`config.mk`:
```
export PLATFORM = sky130hd
export DESIGN_NAME = sps_scheduler
export DESIGN_NICKNAME = d
export VERILOG_FILES = /design/src/rtl/sps_pkg.sv /design/src/rtl/sps_fifo.sv /design/src/rtl/sps_scheduler.sv
export SDC_FILE = /design/constraint.sdc
export NUM_CORES = 1
export LEC_CHECK = 0
export BUFFER_PORTS_ARGS = -buffer_cell sky130_fd_sc_hd__buf_2
export CAP_MARGIN = 20
export CORE_ASPECT_RATIO = 1.5
export CORE_MARGIN = 3
export CORE_UTILIZATION = 25
export DETAILED_ROUTE_END_ITERATION = 8
export GPL_TIMING_DRIVEN = 0
export SYNTH_ARGS = -nofsm -noshare
export SYNTH_HDL_FRONTEND = slang
export SYNTH_SLANG_ARGS = --single-unit
export TNS_END_PERCENT = 5
```
`constraint.sdc`:
```
create_clock -name i_clk -period 6.35 [get_ports i_clk]
set_input_delay 0.635 -clock i_clk [delete_from_list [all_inputs] [get_ports i_clk]]
set_output_delay 0.635 -clock i_clk [all_outputs]
set_load 0.01 [all_outputs]
```
`src/rtl/sps_pkg.sv`:
```
// Package with constants and types for the servo link package scheduler.
package sps_pkg;

  // ****************************************************************
  // Clock and link timing
  // ****************************************************************
  localparam int CLK_PERIOD_NS  = 8;
  // Symbol rate 9.375 MBaud from 125 MHz is exactly 3 ticks per 40 clocks.
  localparam int BAUD_KBAUD     = 9375;
  localparam int BAUD_NUM       = 3;
  localparam int BAUD_DEN       = 40;
  // Package lengths in ns as printed.
  localparam int FREE_LEN_NS    = 11520;
  localparam int SYNC_MIN_NS    = 12200;
  localparam int SYNC_MAX_NS    = 27000;
  localparam int SINGLE_MAX_NS  = 26300;
  // Least times round up, longest times round down.
  localparam int FREE_LEN_CYC   = (FREE_LEN_NS + CLK_PERIOD_NS - 1) / CLK_PERIOD_NS;
  localparam int SYNC_MIN_CYC   = (SYNC_MIN_NS + CLK_PERIOD_NS - 1) / CLK_PERIOD_NS;
  localparam int SYNC_MAX_CYC   = SYNC_MAX_NS / CLK_PERIOD_NS;
  localparam int SINGLE_MAX_CYC = SINGLE_MAX_NS / CLK_PERIOD_NS;

  // ****************************************************************
  // Field widths and reset values
  // ****************************************************************
  localparam int CNT_W          = 16;
  localparam int ACC_W          = 23;
  localparam int DIV_W          = 6;
  localparam int SAFE_PKGS      = 8;
  localparam int SEQ_W          = 10;
  localparam logic [CNT_W-1:0] CNT_RST = 16'h0000;
  localparam logic [2:0]       SLOT_RST = 3'h0;
  localparam int FIFO_DEPTH     = 32;

  // Descriptor of one package handed to the serializer.
  typedef struct packed {
    logic             user_sync;
    logic             free_mode;
    logic             safe_first;
    logic [2:0]       safe_slot;
    logic [SEQ_W-1:0] seq;
  } sps_desc_t;

  localparam int DESC_W = $bits(sps_desc_t);

endpackage

```
`src/rtl/sps_fifo.sv`:
```
// Synchronous FIFO with a registered output stage.
`timescale 1ns/1ps
module sps_fifo #(
  parameter int WIDTH = 16,
  parameter int DEPTH = 32
) (
  input  wire logic             i_clk,
  input  wire logic             i_reset,
  input  wire logic             i_in_valid,
  output logic                  o_in_ready,
  input  wire logic [WIDTH-1:0] i_in_data,
  output logic                  o_out_valid,
  input  wire logic             i_out_ready,
  output logic      [WIDTH-1:0] o_out_data
);
  localparam int AW = $clog2(DEPTH);

  logic [WIDTH-1:0] mem [DEPTH];
  logic [AW-1:0]    wr_q, wr_d, rd_q, rd_d;
  logic [AW:0]      cnt_q, cnt_d;
  logic             ov_q, ov_d;
  logic [WIDTH-1:0] od_q, od_d;
  logic             push, pop;

  // ****************************************************************
  // Pointer and output stage logic
  // ****************************************************************
  // The output register reloads whenever it is empty or being taken.
  always_comb begin
    push  = i_in_valid && (cnt_q != (AW+1)'(DEPTH));
    pop   = (cnt_q != '0) && (!ov_q || i_out_ready);
    wr_d  = push ? wr_q + 1'b1 : wr_q;
    rd_d  = pop ? rd_q + 1'b1 : rd_q;
    cnt_d = cnt_q + (AW+1)'(push) - (AW+1)'(pop);
    ov_d  = pop ? 1'b1 : (i_out_ready ? 1'b0 : ov_q);
    od_d  = pop ? mem[rd_q] : od_q;
  end

  // Storage has no reset; only pointers and the valid flag need one.
  always_ff @(posedge i_clk) begin
    if (push) begin
      mem[wr_q] <= i_in_data;
    end
  end

  always_ff @(posedge i_clk) begin
    if (i_reset) begin
      wr_q  <= '0;
      rd_q  <= '0;
      cnt_q <= '0;
      ov_q  <= 1'b0;
      od_q  <= '0;
    end else begin
      wr_q  <= wr_d;
      rd_q  <= rd_d;
      cnt_q <= cnt_d;
      ov_q  <= ov_d;
      od_q  <= od_d;
    end
  end

  assign o_in_ready  = (cnt_q != (AW+1)'(DEPTH));
  assign o_out_valid = ov_q;
  assign o_out_data  = od_q;
endmodule

```
`src/rtl/sps_scheduler.sv`:
```
// Package scheduler for the servo feedback link, inverter side.
//
// Operation
// - Link runs at 9.375 MBaud symbol rate.
// - Free running: ignore strobe, 11.52 us packages.
// - Sync mode: samples locked to strobe, jitter-free.
// - One sample per package, constant latency.
// - Extra packages per cycle from divider value.
// - Cycle 12.2..26.3 us: exactly one package.
// - Channel periods scale with package length.
// - Safe channels repeat every 92.16 us free running, 97.6..216 us in sync mode.
// - Every package refreshes fast position content.
// - Safe value spans eight packages, first sampled.
`timescale 1ns/1ps
module sps_scheduler #(
  parameter int DIV_WIDTH  = sps_pkg::DIV_W,
  parameter int FIFO_DEPTH = sps_pkg::FIFO_DEPTH
) (
  input  wire logic                  i_clk,
  input  wire logic                  i_reset,
  input  wire logic                  i_sync,
  input  wire logic                  i_sync_mode,
  input  wire logic [DIV_WIDTH-1:0]  i_divider,
  input  wire logic                  i_desc_ready,
  output logic                       o_desc_valid,
  output sps_pkg::sps_desc_t         o_desc,
  output logic                       o_pkg_start,
  output logic                       o_sample,
  output logic                       o_baud_tick,
  output logic                       o_range_err,
  output logic [sps_pkg::CNT_W-1:0]  o_cycle_len
);
  import sps_pkg::*;

  // ****************************************************************
  // Strobe input synchroniser
  // ****************************************************************
  logic [2:0] sy_q, sy_d;
  logic       lvl_q, lvl_d;
  logic       edge_c;

  // A rising change counts only once the second and third stages agree.
  always_comb begin
    sy_d   = {sy_q[1:0], i_sync};
    edge_c = (sy_q[2] == sy_q[1]) && (sy_q[2] != lvl_q) && sy_q[2];
    lvl_d  = (sy_q[2] == sy_q[1]) ? sy_q[2] : lvl_q;
  end

  always_ff @(posedge i_clk) begin
    if (i_reset) begin
      sy_q  <= 3'h0;
      lvl_q <= 1'b0;
    end else begin
      sy_q  <= sy_d;
      lvl_q <= lvl_d;
    end
  end

  // ****************************************************************
  // Package timing
  // ****************************************************************
  logic [CNT_W-1:0]     cyc_cnt_q, cyc_cnt_d;
  logic [CNT_W-1:0]     cyc_len_q, cyc_len_d;
  logic [CNT_W-1:0]     pkg_cnt_q, pkg_cnt_d;
  logic [ACC_W-1:0]     acc_q, acc_d;
  logic [DIV_WIDTH-1:0] ext_q, ext_d;
  logic [DIV_WIDTH-1:0] n_eff;
  logic [2:0]           slot_q, slot_d;
  logic [SEQ_W-1:0]     seq_q, seq_d;
  logic                 pend_q, pend_d;
  logic                 pusr_q, pusr_d;
  logic                 err_q, err_d;
  logic                 start_q, start_d;
  logic                 want, want_usr, start_c;
  logic                 fifo_ready;
  sps_desc_t            desc_c;

  always_comb begin
    // Short cycles carry one package; longer ones use the divider.
    n_eff = (cyc_len_q <= CNT_W'(SINGLE_MAX_CYC) || i_divider == '0)
            ? DIV_WIDTH'(1) : i_divider;
    cyc_cnt_d = (cyc_cnt_q == '1) ? cyc_cnt_q : cyc_cnt_q + 1'b1;
    cyc_len_d = cyc_len_q;
    acc_d     = acc_q;
    ext_d     = ext_q;
    want      = 1'b0;
    want_usr  = 1'b0;
    if (!i_sync_mode) begin
      // Back to back minimum-length packages, strobe ignored.
      want = (pkg_cnt_q >= CNT_W'(FREE_LEN_CYC - 1));
    end else if (edge_c) begin
      // The strobe edge starts a package at once, no timing slip.
      want      = 1'b1;
      want_usr  = 1'b1;
      // Saturate rather than wrap, so a very long gap never reads as no cycle at all.
      cyc_len_d = (cyc_cnt_q == '1) ? cyc_cnt_q : cyc_cnt_q + 1'b1;
      cyc_cnt_d = '0;
      acc_d     = '0;
      ext_d     = '0;
    end else if (cyc_len_q != '0 && ext_q < n_eff - 1'b1) begin
      // Accumulate divider per clock; equal spacing without a divide.
      acc_d = acc_q + ACC_W'(n_eff);
      if (acc_d >= ACC_W'(cyc_len_q)) begin
        acc_d = acc_d - ACC_W'(cyc_len_q);
        ext_d = ext_q + 1'b1;
        want  = 1'b1;
      end
    end
    // A full FIFO holds the start back until the serializer drains.
    start_c = (want || pend_q) && fifo_ready;
    pend_d  = (want || pend_q) && !fifo_ready;
    pusr_d  = pend_d ? (pusr_q || want_usr) : 1'b0;
    start_d = start_c;
    pkg_cnt_d = start_c ? '0 : pkg_cnt_q + 1'b1;
    // Check the finished package against the sync-mode range.
    err_d = err_q;
    if (start_c && i_sync_mode) begin
      err_d = (pkg_cnt_q + 1'b1 < CNT_W'(SYNC_MIN_CYC)) ||
              (pkg_cnt_q + 1'b1 > CNT_W'(SYNC_MAX_CYC));
    end else if (!i_sync_mode) begin
      err_d = 1'b0;
    end
    // Safe slots cycle over eight packages, so periods follow length.
    slot_d = start_c ? slot_q + 1'b1 : slot_q;
    seq_d  = start_c ? seq_q + 1'b1 : seq_q;
    desc_c.user_sync  = want_usr || pusr_q;
    desc_c.free_mode  = !i_sync_mode;
    desc_c.safe_first = (slot_q == 3'h0);
    desc_c.safe_slot  = slot_q;
    desc_c.seq        = seq_q;
  end

  always_ff @(posedge i_clk) begin
    if (i_reset) begin
      cyc_cnt_q <= CNT_RST;
      cyc_len_q <= CNT_RST;
      pkg_cnt_q <= CNT_RST;
      acc_q     <= '0;
      ext_q     <= '0;
      slot_q    <= SLOT_RST;
      seq_q     <= '0;
      pend_q    <= 1'b0;
      pusr_q    <= 1'b0;
      err_q     <= 1'b0;
      start_q   <= 1'b0;
    end else begin
      cyc_cnt_q <= cyc_cnt_d;
      cyc_len_q <= cyc_len_d;
      pkg_cnt_q <= pkg_cnt_d;
      acc_q     <= acc_d;
      ext_q     <= ext_d;
      slot_q    <= slot_d;
      seq_q     <= seq_d;
      pend_q    <= pend_d;
      pusr_q    <= pusr_d;
      err_q     <= err_d;
      start_q   <= start_d;
    end
  end

  // ****************************************************************
  // Symbol clock
  // ****************************************************************
  logic [5:0] bacc_q, bacc_d;
  logic       btick_q, btick_d;

  // Fractional 3/40 step; realigned at each package start.
  always_comb begin
    bacc_d  = bacc_q + 6'(BAUD_NUM);
    btick_d = 1'b0;
    if (start_c) begin
      bacc_d  = 6'h00;
      btick_d = 1'b1;
    end else if (bacc_d >= 6'(BAUD_DEN)) begin
      bacc_d  = bacc_d - 6'(BAUD_DEN);
      btick_d = 1'b1;
    end
  end

  always_ff @(posedge i_clk) begin
    if (i_reset) begin
      bacc_q  <= 6'h00;
      btick_q <= 1'b0;
    end else begin
      bacc_q  <= bacc_d;
      btick_q <= btick_d;
    end
  end

  // ****************************************************************
  // Descriptor buffer
  // ****************************************************************
  sps_fifo #(
    .WIDTH (DESC_W),
    .DEPTH (FIFO_DEPTH)
  ) u_fifo (
    .i_clk       (i_clk),
    .i_reset     (i_reset),
    .i_in_valid  (start_c),
    .o_in_ready  (fifo_ready),
    .i_in_data   (desc_c),
    .o_out_valid (o_desc_valid),
    .i_out_ready (i_desc_ready),
    .o_out_data  (o_desc)
  );

  // Every package start is also the fast position sample instant.
  assign o_pkg_start = start_q;
  assign o_sample    = start_q;
  assign o_baud_tick = btick_q;
  assign o_range_err = err_q;
  assign o_cycle_len = cyc_len_q;
endmodule

```
==> results by group, run 1 <==
Logic synthesis
  • Yosys cell types: between 80 and 90
  • Fraction of registers with async set/reset: 0%
  • Complex-gate fraction of the synthesized area: 5.61%
  • Largest family of logic cells by synthesized area: multiplexers
  • Area share of the largest cell type after synthesis: a little under three fifths
  • Simple logic cell fraction of the synthesized area: 6.87%
  • Xor/xnor share of the synthesized area: under 10%
  • Post-Syn Area: 27500 um2
  • Area leader, netlist: edfxtp_1
  • Synthesis Warnings: 0
  • Number of synthesized flops with an enable pin: a little over 500
  • Synth top area cells: edfxtp_1 56%, mux4_2 13%, dfxtp_1 10%
  • Mux share of post-synthesis cell area: 14.2%
  • Post-synth top flop: edfxtp_1
  • Post-Syn Instances: 1735
  • Sequential share of the synthesized area: approximately two thirds
  • Syn Area/Cell: approximately 16 um2
  • Mapped Nets: roughly 1.8k
  • Post-Synth Adder-Cell Area: between 2 and 3%
  • FF+latch count, synth: 650

Final layout
  • Final Cell Area: between 30000 and 40000 um2
  • Commonest non-fill, non-tap cell in the layout: edfxtp_1
  • Non-filler cells, final: 3413
  • Filler cell count: 10.7k
  • Fin nets: 1997
  • ANT cells: 0
  • Synth-to-layout area growth: 21.4%
  • Leading cell types in the layout, fill and taps excluded: 512 x edfxtp_1, 160 x mux4_2, 135 x dfxtp_1
  • Share of post-route cells with drive strength above 1: between 20% and 30%

STA
  • Final setup fails: 0
  • Hold_ws: 295 ps
  • Worst Tran Pin Value: 1030 ps
  • Final cycle utilization of the critical path: between 90% and 100%
  • Final clock skew: approximately 32 ps
  • FMAX: between 150 and 200 MHz
  • Setup TNS: 0 ps
  • Relative slew slack: a little under a third
  • Final hold vios: 0
  • Final Critical Period: 6210 ps
  • Slew Viols, Final: 0

Setup path
  • Most used cell, CP: nand4_1
  • Worst path slowest cell: nor2_2
  • Critical path required time: 6670 ps
  • Crit-path max cell delay: ~590 ps
  • CP startpoint kind: primary input
  • Critical Path AT: roughly 6500 ps
  • Critical path endpoint category: flop
  • Critical path peak fanout: 10
  • WS Path Type: primary input to flop

Global routing
  • Overflow after GRT: 0
  • Overall routing resource usage: 11.6%
  • Largest net degree at the start of global routing: 38
  • First-pass GRT wire length: approximately 100000 um
  • Initial antenna violation count: 4
  • Vias in the first global route: roughly 17k

Job
  • Max cap viols: 0

Clock network
  • Clk_lat worst skew: slightly above 600 ps
  • Clock sink total: 650
  • H-tree levels: 3
  • Clock Tree Root: clkbuf_16
  • CTS tree: yes
  • Worst-path clk slew: around 70 ps
  • CTS max path bufs: 3
  • Hold buffers post-CTS: 0
  • CTS Buf Count: 67

Worst hold path
  • Worst hold-check path type: primary input to flop

Floorplanning
  • DIE AREA: 114000 um2
  • Die Span X: ~280 um
  • I/O pin total: 48
  • Row count: approximately 150
  • Starting Density: 25.2%
  • Core area: 109000 um2
  • Die outline height: 412 um

Place
  • DP Area: roughly 30000 um2
  • Placed cell count: around 3.2k
  • HPWL Detailed: about 48000 um
  • Gpl congestion: between 0.8 and 0.9
  • Count of input and output buffers: 47

Detailed routing
  • Drt wl/cell: 19.8 um
  • Vias per inst: between 4 and 5
  • Vias post-DR: between 15k and 20k
  • Detailed-router iteration count before antenna repair: 8
  • DRC: 0
  • Final WL: roughly 68000 um
  • Initial detailed-routing violation count: around 1.2k
  • Post-DRT Antenna Nets: 0

Power and ir drop
  • Pwr Density: 313 nW/um2
  • LEAKAGE: 10.8 nW
  • Peak supply drop: 185 uV
  • Total power: around 10 mW

Run status
  • Outcome: complete, no violations
-- metrics by stage --
| stage | util (%) | worst slack, ps |
|---|---|---|
| after floorplan | - | -277 |
| after global placement | 27.1 | -2320 |
| after detailed placement | 27.8 | -1340 |
| after CTS | 30.2 | -52.8 |
| after global routing | 30.6 | -59.4 |
| final | 30.6 | 143 |
-- metal layers --
| metal | GRT usage (%) | part of all wire [%] | wire, um |
|---|---|---|---|
| met2 | 21.9 | 54 | 36600 |
| met4 | 4.50 | 3.6 | 2460 |
| met3 | 1.91 | 4.4 | 2950 |
| met1 | 13.0 | 38 | 25600 |
| met5 | 0 | 0.059 | 40 |
-- synthesized netlist by cell type (7+ instances only) --
cell type,count
nand2b_1,11
o22ai_1,17
nand3_1,40
ha_1,50
or3_1,18
nand2_1,55
xnor2_1,55
nor2_1,153
dfxtp_1,138
a211oi_1,24
and3_1,12
edfxtp_1,512
mux4_2,160
o21ai_0,49
inv_1,60
a21o_1,12
xor2_1,31
a21oi_1,48
clkbuf_1,56
nand3b_1,7
nor3_1,24
buf_1,21
nand4_1,22
nor2b_1,14
mux2i_1,26
-- critical path: cells and delay by family --
kind / cells / cell delay [ps]
adder cells (fa/ha/maj): 3 / 900
AND/OR/NAND/NOR: 13 / 3550
buffers and inverters: 4 / 540
XOR/XNOR: 1 / 160
AO/OA/AOI/OAI: 4 / 700
-- cells by family after synthesis --
family                     after synthesis
AOI/OAI and AO/OA                      222
xor gates and xnor gates                86
adders and majority gates               55
buffers and inverters                  146
DFF                                    650
muxes                                  188
and+or+nand+nor                        388
-- cell type report --
cell class	count	area (um2)	share of cell area [%]
buffer	85	344	1.03
clock buffer	81	1760	5.28
clock inverter	43	464	1.39
inverter	61	233	0.698
multi-input combinational	939	9240	27.7
sequential	650	18100	54.4
tap	1425	1780	5.35
timing repair buffer	129	1390	4.16
-- state kept, by name (all words and copies together), names as in the netlist, 10 cells and up --
register	flops
acc_q	23
cyc_cnt_q	16
o_cycle_len	16
pkg_cnt_q	16
seq_q	10
u_fifo.mem	512
u_fifo.o_out_data	16
-- where the power goes --
part / switching, mW / internal, mW / leakage, nW
clock network: 1.69 / 2.26 / 1.08
logic: 1.01 / 0.827 / 3.73
registers: 0.0517 / 4.61 / 5.97
-- final timing paths --
check / slack [ps] / to / cells after the start / from
max: 140 / u_fifo.mem[22][6] / 25 / i_divider[3]
min: 290 / sy_q[0] / 2 / i_sync
max reg2reg: 190 / u_fifo.mem[22][6] / 25 / o_cycle_len[15]
min reg2reg: 460 / bacc_q[0] / 1 / bacc_q[0]
-- timing repair --
action	4_1_cts	5_1_grt
gates cloned	0	1
hold endpoints to repair	0	0
setup endpoints to repair	553	464
buffers inserted	27	13
resized for setup	33	37
pin swaps	18	18
Power figures use the tool's default switching activity.
==> run 2: changes to the inputs <==
==> constraint.sdc (replaced) <==
create_clock -name i_clk -period 7.95 [get_ports i_clk]
set_input_delay 0.795 -clock i_clk [delete_from_list [all_inputs] [get_ports i_clk]]
set_output_delay 0.795 -clock i_clk [all_outputs]
set_load 0.05 [all_outputs]
==> run 2 against run 1 <==
Sequential power shrank 20%. Clock skew shrank 2.0 ps. Utilization shrank 0.83 points. First-iteration DRC count shrank 12%. Largest power group unchanged.
==> results by group, run 2 (same netlist as run 1, synthesis figures left out) <==
Run status
  • Outcome: complete, no violations

Clock network
  • CTS tree: yes
  • Worst-path clk slew: about 60 ps
  • Hold buffers post-CTS: 0
  • Post_cts resized: 0
  • Clock Tree Root: clkbuf_16
  • CTS max path bufs: 3
  • Clock sink total: 650
  • H-tree levels: 3
  • Post CTS Setup Buffer Count: 0
  • Clk_lat worst skew: 620 ps
  • CTS Buf Count: between 60 and 70

Floorplanning
  • I/O pin total: 48
  • Starting Density: 25.2%
  • DIE AREA: between 100000 and 150000 um2
  • Die Span X: 277 um
  • Die outline height: a little over 400 um
  • Row count: around 150
  • Core area: around 110000 um2

Place
  • HPWL Detailed: 48600 um
  • DP Area: 30200 um2
  • Placed cell count: 3245
  • Gpl congestion: between 0.8 and 0.9
  • Count of input and output buffers: 47

Detailed routing
  • Vias per inst: 4.66
  • Initial detailed-routing violation count: between 1k and 1.5k
  • Vias post-DR: 15.7k
  • Drt wl/cell: approximately 20 um
  • Final WL: approximately 67000 um
  • DRC: 0
  • Detailed-router iteration count before antenna repair: 5
  • Post-DRT Antenna Nets: 0

STA
  • Relative slew slack: between 30% and 40%
  • Worst Tran Pin Value: between 1000 and 1500 ps
  • Final setup fails: 0
  • Slew Viols, Final: 0
  • RSZ-0062 raised after global routing: no
  • Final hold vios: 0
  • FMAX: around 140 MHz
  • Final clock skew: roughly 30 ps
  • Final Critical Period: 7280 ps
  • Final cycle utilization of the critical path: between 90% and 100%
  • Hold_ws: roughly 450 ps

Job
  • Max cap viols: 0

Final layout
  • Max reg flops: 512
  • Fin nets: a little under 2k
  • Most flop-heavy register: u_fifo.mem
  • Non-filler cells, final: roughly 3.4k
  • Commonest non-fill, non-tap cell in the layout: edfxtp_1
  • Share of post-route cells with drive strength above 1: a little over a fifth
  • Final Cell Area: between 30000 and 40000 um2
  • Largest regs: u_fifo.mem (512), acc_q (23)
  • Synth-to-layout area growth: 18.1%
  • Leading cell types in the layout, fill and taps excluded: 512 x edfxtp_1, 160 x mux4_2, 137 x dfxtp_1
  • Post-layout util: 29.8%
  • Filler cell count: 10.8k

Setup path
  • Critical Path AT: 7770 ps
  • Most used cell, CP: nor2_1
  • RR Endpoint: u_fifo.cnt_q[4]
  • Critical path endpoint category: flop
  • WS Path Type: flop to flop
  • R2r startpoint: o_cycle_len[15]
  • Reg2Reg Setup Slack: approximately 670 ps
  • Crit-path max cell delay: around 430 ps
  • Worst path slowest cell: o32a_4
  • CP Buf/Inv Count: 4
  • Worst reg-to-reg path cell count: 30
  • Crit path launch: o_cycle_len[15]
  • Crit path max-delay family: compound AO/OA/AOI/OAI gates
  • Critical path required time: 8440 ps
  • CP startpoint kind: flop
  • Critical path peak fanout: 10

Power and ir drop
  • Peak supply drop: around 180 uV
  • Total power: ~8.3 mW
  • Pwr Density: about 260 nW/um2
  • LEAKAGE: around 11 nW

Worst hold path
  • Hold endpoint: sy_q[1]
  • Worst hold-check path type: flop to flop
  • Hold Crit Start: sy_q[0]
  • WHS Path Cells: 1

Global routing
  • Vias in the first global route: approximately 17k
  • Largest net degree at the start of global routing: 38
  • Initial antenna violation count: 5
  • First-pass GRT wire length: a little over 100000 um
  • Overflow after GRT: 0
  • Overall routing resource usage: 11.5%
## run 2: cell count changes in the layout (fill, tap and decap cells not counted), moves of 6 or more
cell,before,now
clkinv_2,16,10
clkinv_1,8,18
nor2_4,12,0
buf_4,33,2
ha_1,43,50
nor2_2,17,28
buf_12,8,0
## run 2: how the worst max path moves through the flow
stage                         endpoint  slack (ps)  cells past startpoint
finish                 u_fifo.cnt_q[4]         670                     30
global route           u_fifo.cnt_q[4]          90                     31
CTS                    u_fifo.cnt_q[4]         490                     28
detailed placement     u_fifo.cnt_q[4]          90                     30
global placement    u_fifo.mem[13][12]        -920                     25
floorplan            u_fifo.mem[12][0]        1160                     25
## run 2: where the power goes
| part | switching (mW) | leakage, nW | total [mW] | internal, mW |
|---|---|---|---|---|
| clock | 1.33 | 1.02 | 3.01 | 1.68 |
| combinational | 0.924 | 3.48 | 1.58 | 0.658 |
| sequential | 0.0399 | 6.12 | 3.72 | 3.68 |
## run 2: area by class of cell
class | count | area [um2] | share of cell area (%)
sequential | 650 | 18100 | 55.9
clock buffer | 78 | 1730 | 5.34
clock inverter | 42 | 368 | 1.13
tap | 1425 | 1780 | 5.50
buffer | 85 | 334 | 1.03
antenna | 4 | 10.0 | 0.0308
timing repair buffer | 89 | 978 | 3.02
multi-input combinational | 939 | 8870 | 27.3
inverter | 61 | 229 | 0.706
## run 2: stage by stage
step	TNS (ps)	setup WS, ps
detailed placement	0	87.8
global route	0	92.9
finish	0	668
CTS	0	485
global placement	-78490	-916
floorplan	0	1160
## run 2: layer usage
metal	global-route usage [%]	vias to the layer above	part of all wire, %
met3	1.66	103	4.3
met1	13.1	8086	39
met5	0	-	0.014
li1	-	7095	-
met2	21.5	447	53
met4	5.04	2	3.6
## run 2: worst reg2reg max path: cells and delay by family (launching register included)
kind | cells | cell delay [ps]
AO/OA/AOI/OAI | 9 | 2430
XOR/XNOR | 2 | 280
adder cells (fa/ha/maj) | 5 | 1420
buffers and inverters | 4 | 600
flip-flops | 1 | 340
AND/OR/NAND/NOR | 10 | 2060
==> run 3: changes to the inputs <==
--- a/config.mk
+++ b/config.mk
@@ -10,6 +10,7 @@
 export CORE_ASPECT_RATIO = 1.5
 export CORE_MARGIN = 3
 export CORE_UTILIZATION = 25
+export CTS_BUF_LIST = sky130_fd_sc_hd__clkbuf_4 sky130_fd_sc_hd__clkbuf_8
 export DETAILED_ROUTE_END_ITERATION = 8
 export GPL_TIMING_DRIVEN = 0
 export SYNTH_ARGS = -nofsm -noshare
==> run 3 against run 2 <==
Clock power shrank 6.6%. Maximum frequency grew 0.31%. Sequential share of layout area grew 0.14 points. Final area shrank 0.26%. Register-to-register slack gained 20 ps. Sequential power is essentially flat. Total power shrank 2.4%. Final cell count grew 1.8%. Critical endpoint unchanged.
==> results by group, run 3 (same netlist as run 1, synthesis figures left out) <==
Setup path
  • Most used cell, CP: nor2_1
  • Worst path slowest cell: o32a_4
  • Critical path required time: around 8500 ps
  • WS Path Type: flop to flop
  • Critical path endpoint category: flop
  • CP Buf/Inv Count: 4
  • Crit-path max cell delay: roughly 420 ps
  • Critical path peak fanout: 10
  • CP startpoint kind: flop
  • Critical Path AT: 7840 ps
  • Crit path max-delay family: compound AO/OA/AOI/OAI gates

Final layout
  • Leading cell types in the layout, fill and taps excluded: 512 x edfxtp_1, 160 x mux4_2, 137 x dfxtp_1
  • Most flop-heavy register: u_fifo.mem
  • Post-layout util: between 20% and 30%
  • Commonest non-fill, non-tap cell in the layout: edfxtp_1
  • Share of post-route cells with drive strength above 1: between 20% and 30%
  • Largest regs: u_fifo.mem (512), acc_q (23)
  • Fin nets: between 1.5k and 2k
  • Max reg flops: just over 500
  • Synth-to-layout area growth: 17.8%

STA
  • Final hold vios: 0
  • Final clock skew: between 40 and 50 ps
  • Final Critical Period: 7260 ps
  • Worst Tran Pin Value: about 1000 ps
  • Slew Viols, Final: 0
  • Hold_ws: ~370 ps
  • Relative slew slack: about 32%
  • Final setup fails: 0
  • RSZ-0062 raised after global routing: no
  • FMAX: roughly 140 MHz
  • Final cycle utilization of the critical path: 91.3%

Detailed routing
  • Detailed-router iteration count before antenna repair: 5
  • WL met2: roughly 35000 um
  • DRC: 0
  • DR top layer: met5
  • Vias per inst: roughly 4.6
  • Initial detailed-routing violation count: 1080
  • Drt wl/cell: 19.4 um
  • Final WL: 66800 um
  • Met1 wire length: approximately 26000 um
  • Post-DRT Antenna Nets: 0
  • Vias post-DR: about 16k
  • Met3 wire length: 2990 um

Clock network
  • Worst-path clk slew: ~60 ps
  • Clock Tree Root: clkbuf_8
  • Clock sink total: 650
  • H-tree levels: 3
  • CTS max path bufs: 3
  • CTS Buf Count: 99
  • CTS tree: yes
  • Hold buffers post-CTS: 0
  • Clk_lat worst skew: approximately 700 ps

Place
  • HPWL Detailed: ~49000 um
  • Gpl congestion: between 0.8 and 0.9
  • Count of input and output buffers: 47

Global routing
  • Initial antenna violation count: 6
  • Largest net degree at the start of global routing: 38
  • Overflow after GRT: 0
  • Overall routing resource usage: between 10% and 20%
  • First-pass GRT wire length: 102000 um
  • Vias in the first global route: approximately 17k

Floorplanning
  • I/O pin total: between 40 and 50
  • DIE AREA: 114000 um2
  • Die Span X: 277 um
  • Core area: 109000 um2
  • Starting Density: 25.2%
  • Row count: roughly 150
  • Die outline height: approximately 400 um

Run status
  • Outcome: complete, no violations

Power and ir drop
  • Peak supply drop: about 120 uV
  • Pwr Density: 251 nW/um2
  • LEAKAGE: around 11 nW

Job
  • Max cap viols: 0

Worst hold path
  • Worst hold-check path type: primary input to flop
## run 3: changes by cell type in the layout (fill, tap and decap cells not counted), sizes merged
cell and change:
bufinv +1, clkbuf +55, clkinvlp -2, diode +1
inv +4, clkinv +3
## run 3: repair_timing
item,CTS,global route
gates resized for setup,0,1
endpoints found under the setup margin,0,2
buffers inserted,0,0
endpoints found under the hold margin,0,0
## run 3: worst reg2reg max path, delay by kind of cell (launching register included)
| kind | cells | cell delay [ps] |
|---|---|---|
| AOI/OAI and AO/OA | 9 | 2410 |
| xor gates and xnor gates | 2 | 290 |
| adders and majority gates | 5 | 1430 |
| buffers and inverters | 4 | 600 |
| DFF | 1 | 350 |
| and+or+nand+nor | 10 | 2050 |
## run 3: layout make-up
class / instances / area, um2
fill: 10815 / 76500
tap: 1425 / 1780
clock inverter: 48 / 377
timing repair buffer: 89 / 978
buffer: 85 / 334
multi-input combinational: 939 / 8870
clock buffer: 133 / 1640
antenna: 5 / 12.5
inverter: 61 / 229
sequential: 650 / 18100
## run 3: path summary, 6_finish.rpt
| kind | start | to | slack (ps) | depth (start not counted) |
|---|---|---|---|---|
| min | i_sync | sy_q[0] | 370 | 2 |
| max | o_cycle_len[15] | u_fifo.cnt_q[4] | 690 | 30 |
| min reg2reg | sy_q[0] | sy_q[1] | 450 | 1 |
| max reg2reg | o_cycle_len[15] | u_fifo.cnt_q[4] | 690 | 30 |
## run 3: through the flow
stage	instance area [um2]	setup WS, ps	setup TNS (ps)	instances	power [mW]
floorplan	27500	1160	0	1735	4.92
global placement	29500	-916	-78490	3207	5.38
detailed placement	30200	87.8	0	3245	5.41
CTS	32300	479	0	3426	8.23
global route	32400	83.5	0	3432	8.47
finish	32400	691	0	3435	8.11
## run 3: where the power goes
group          switching [mW]  internal, mW
registers              0.0398          3.68
logic                   0.923         0.658
clock network            1.32          1.49
total                    2.28          5.83
## run 3: layer usage
layer  GRT usage [%]  up-vias
li1                -     7185
met1            13.1     8140
met2            21.5      447
met3            1.85      123
met4            5.36        2
met5               0        -
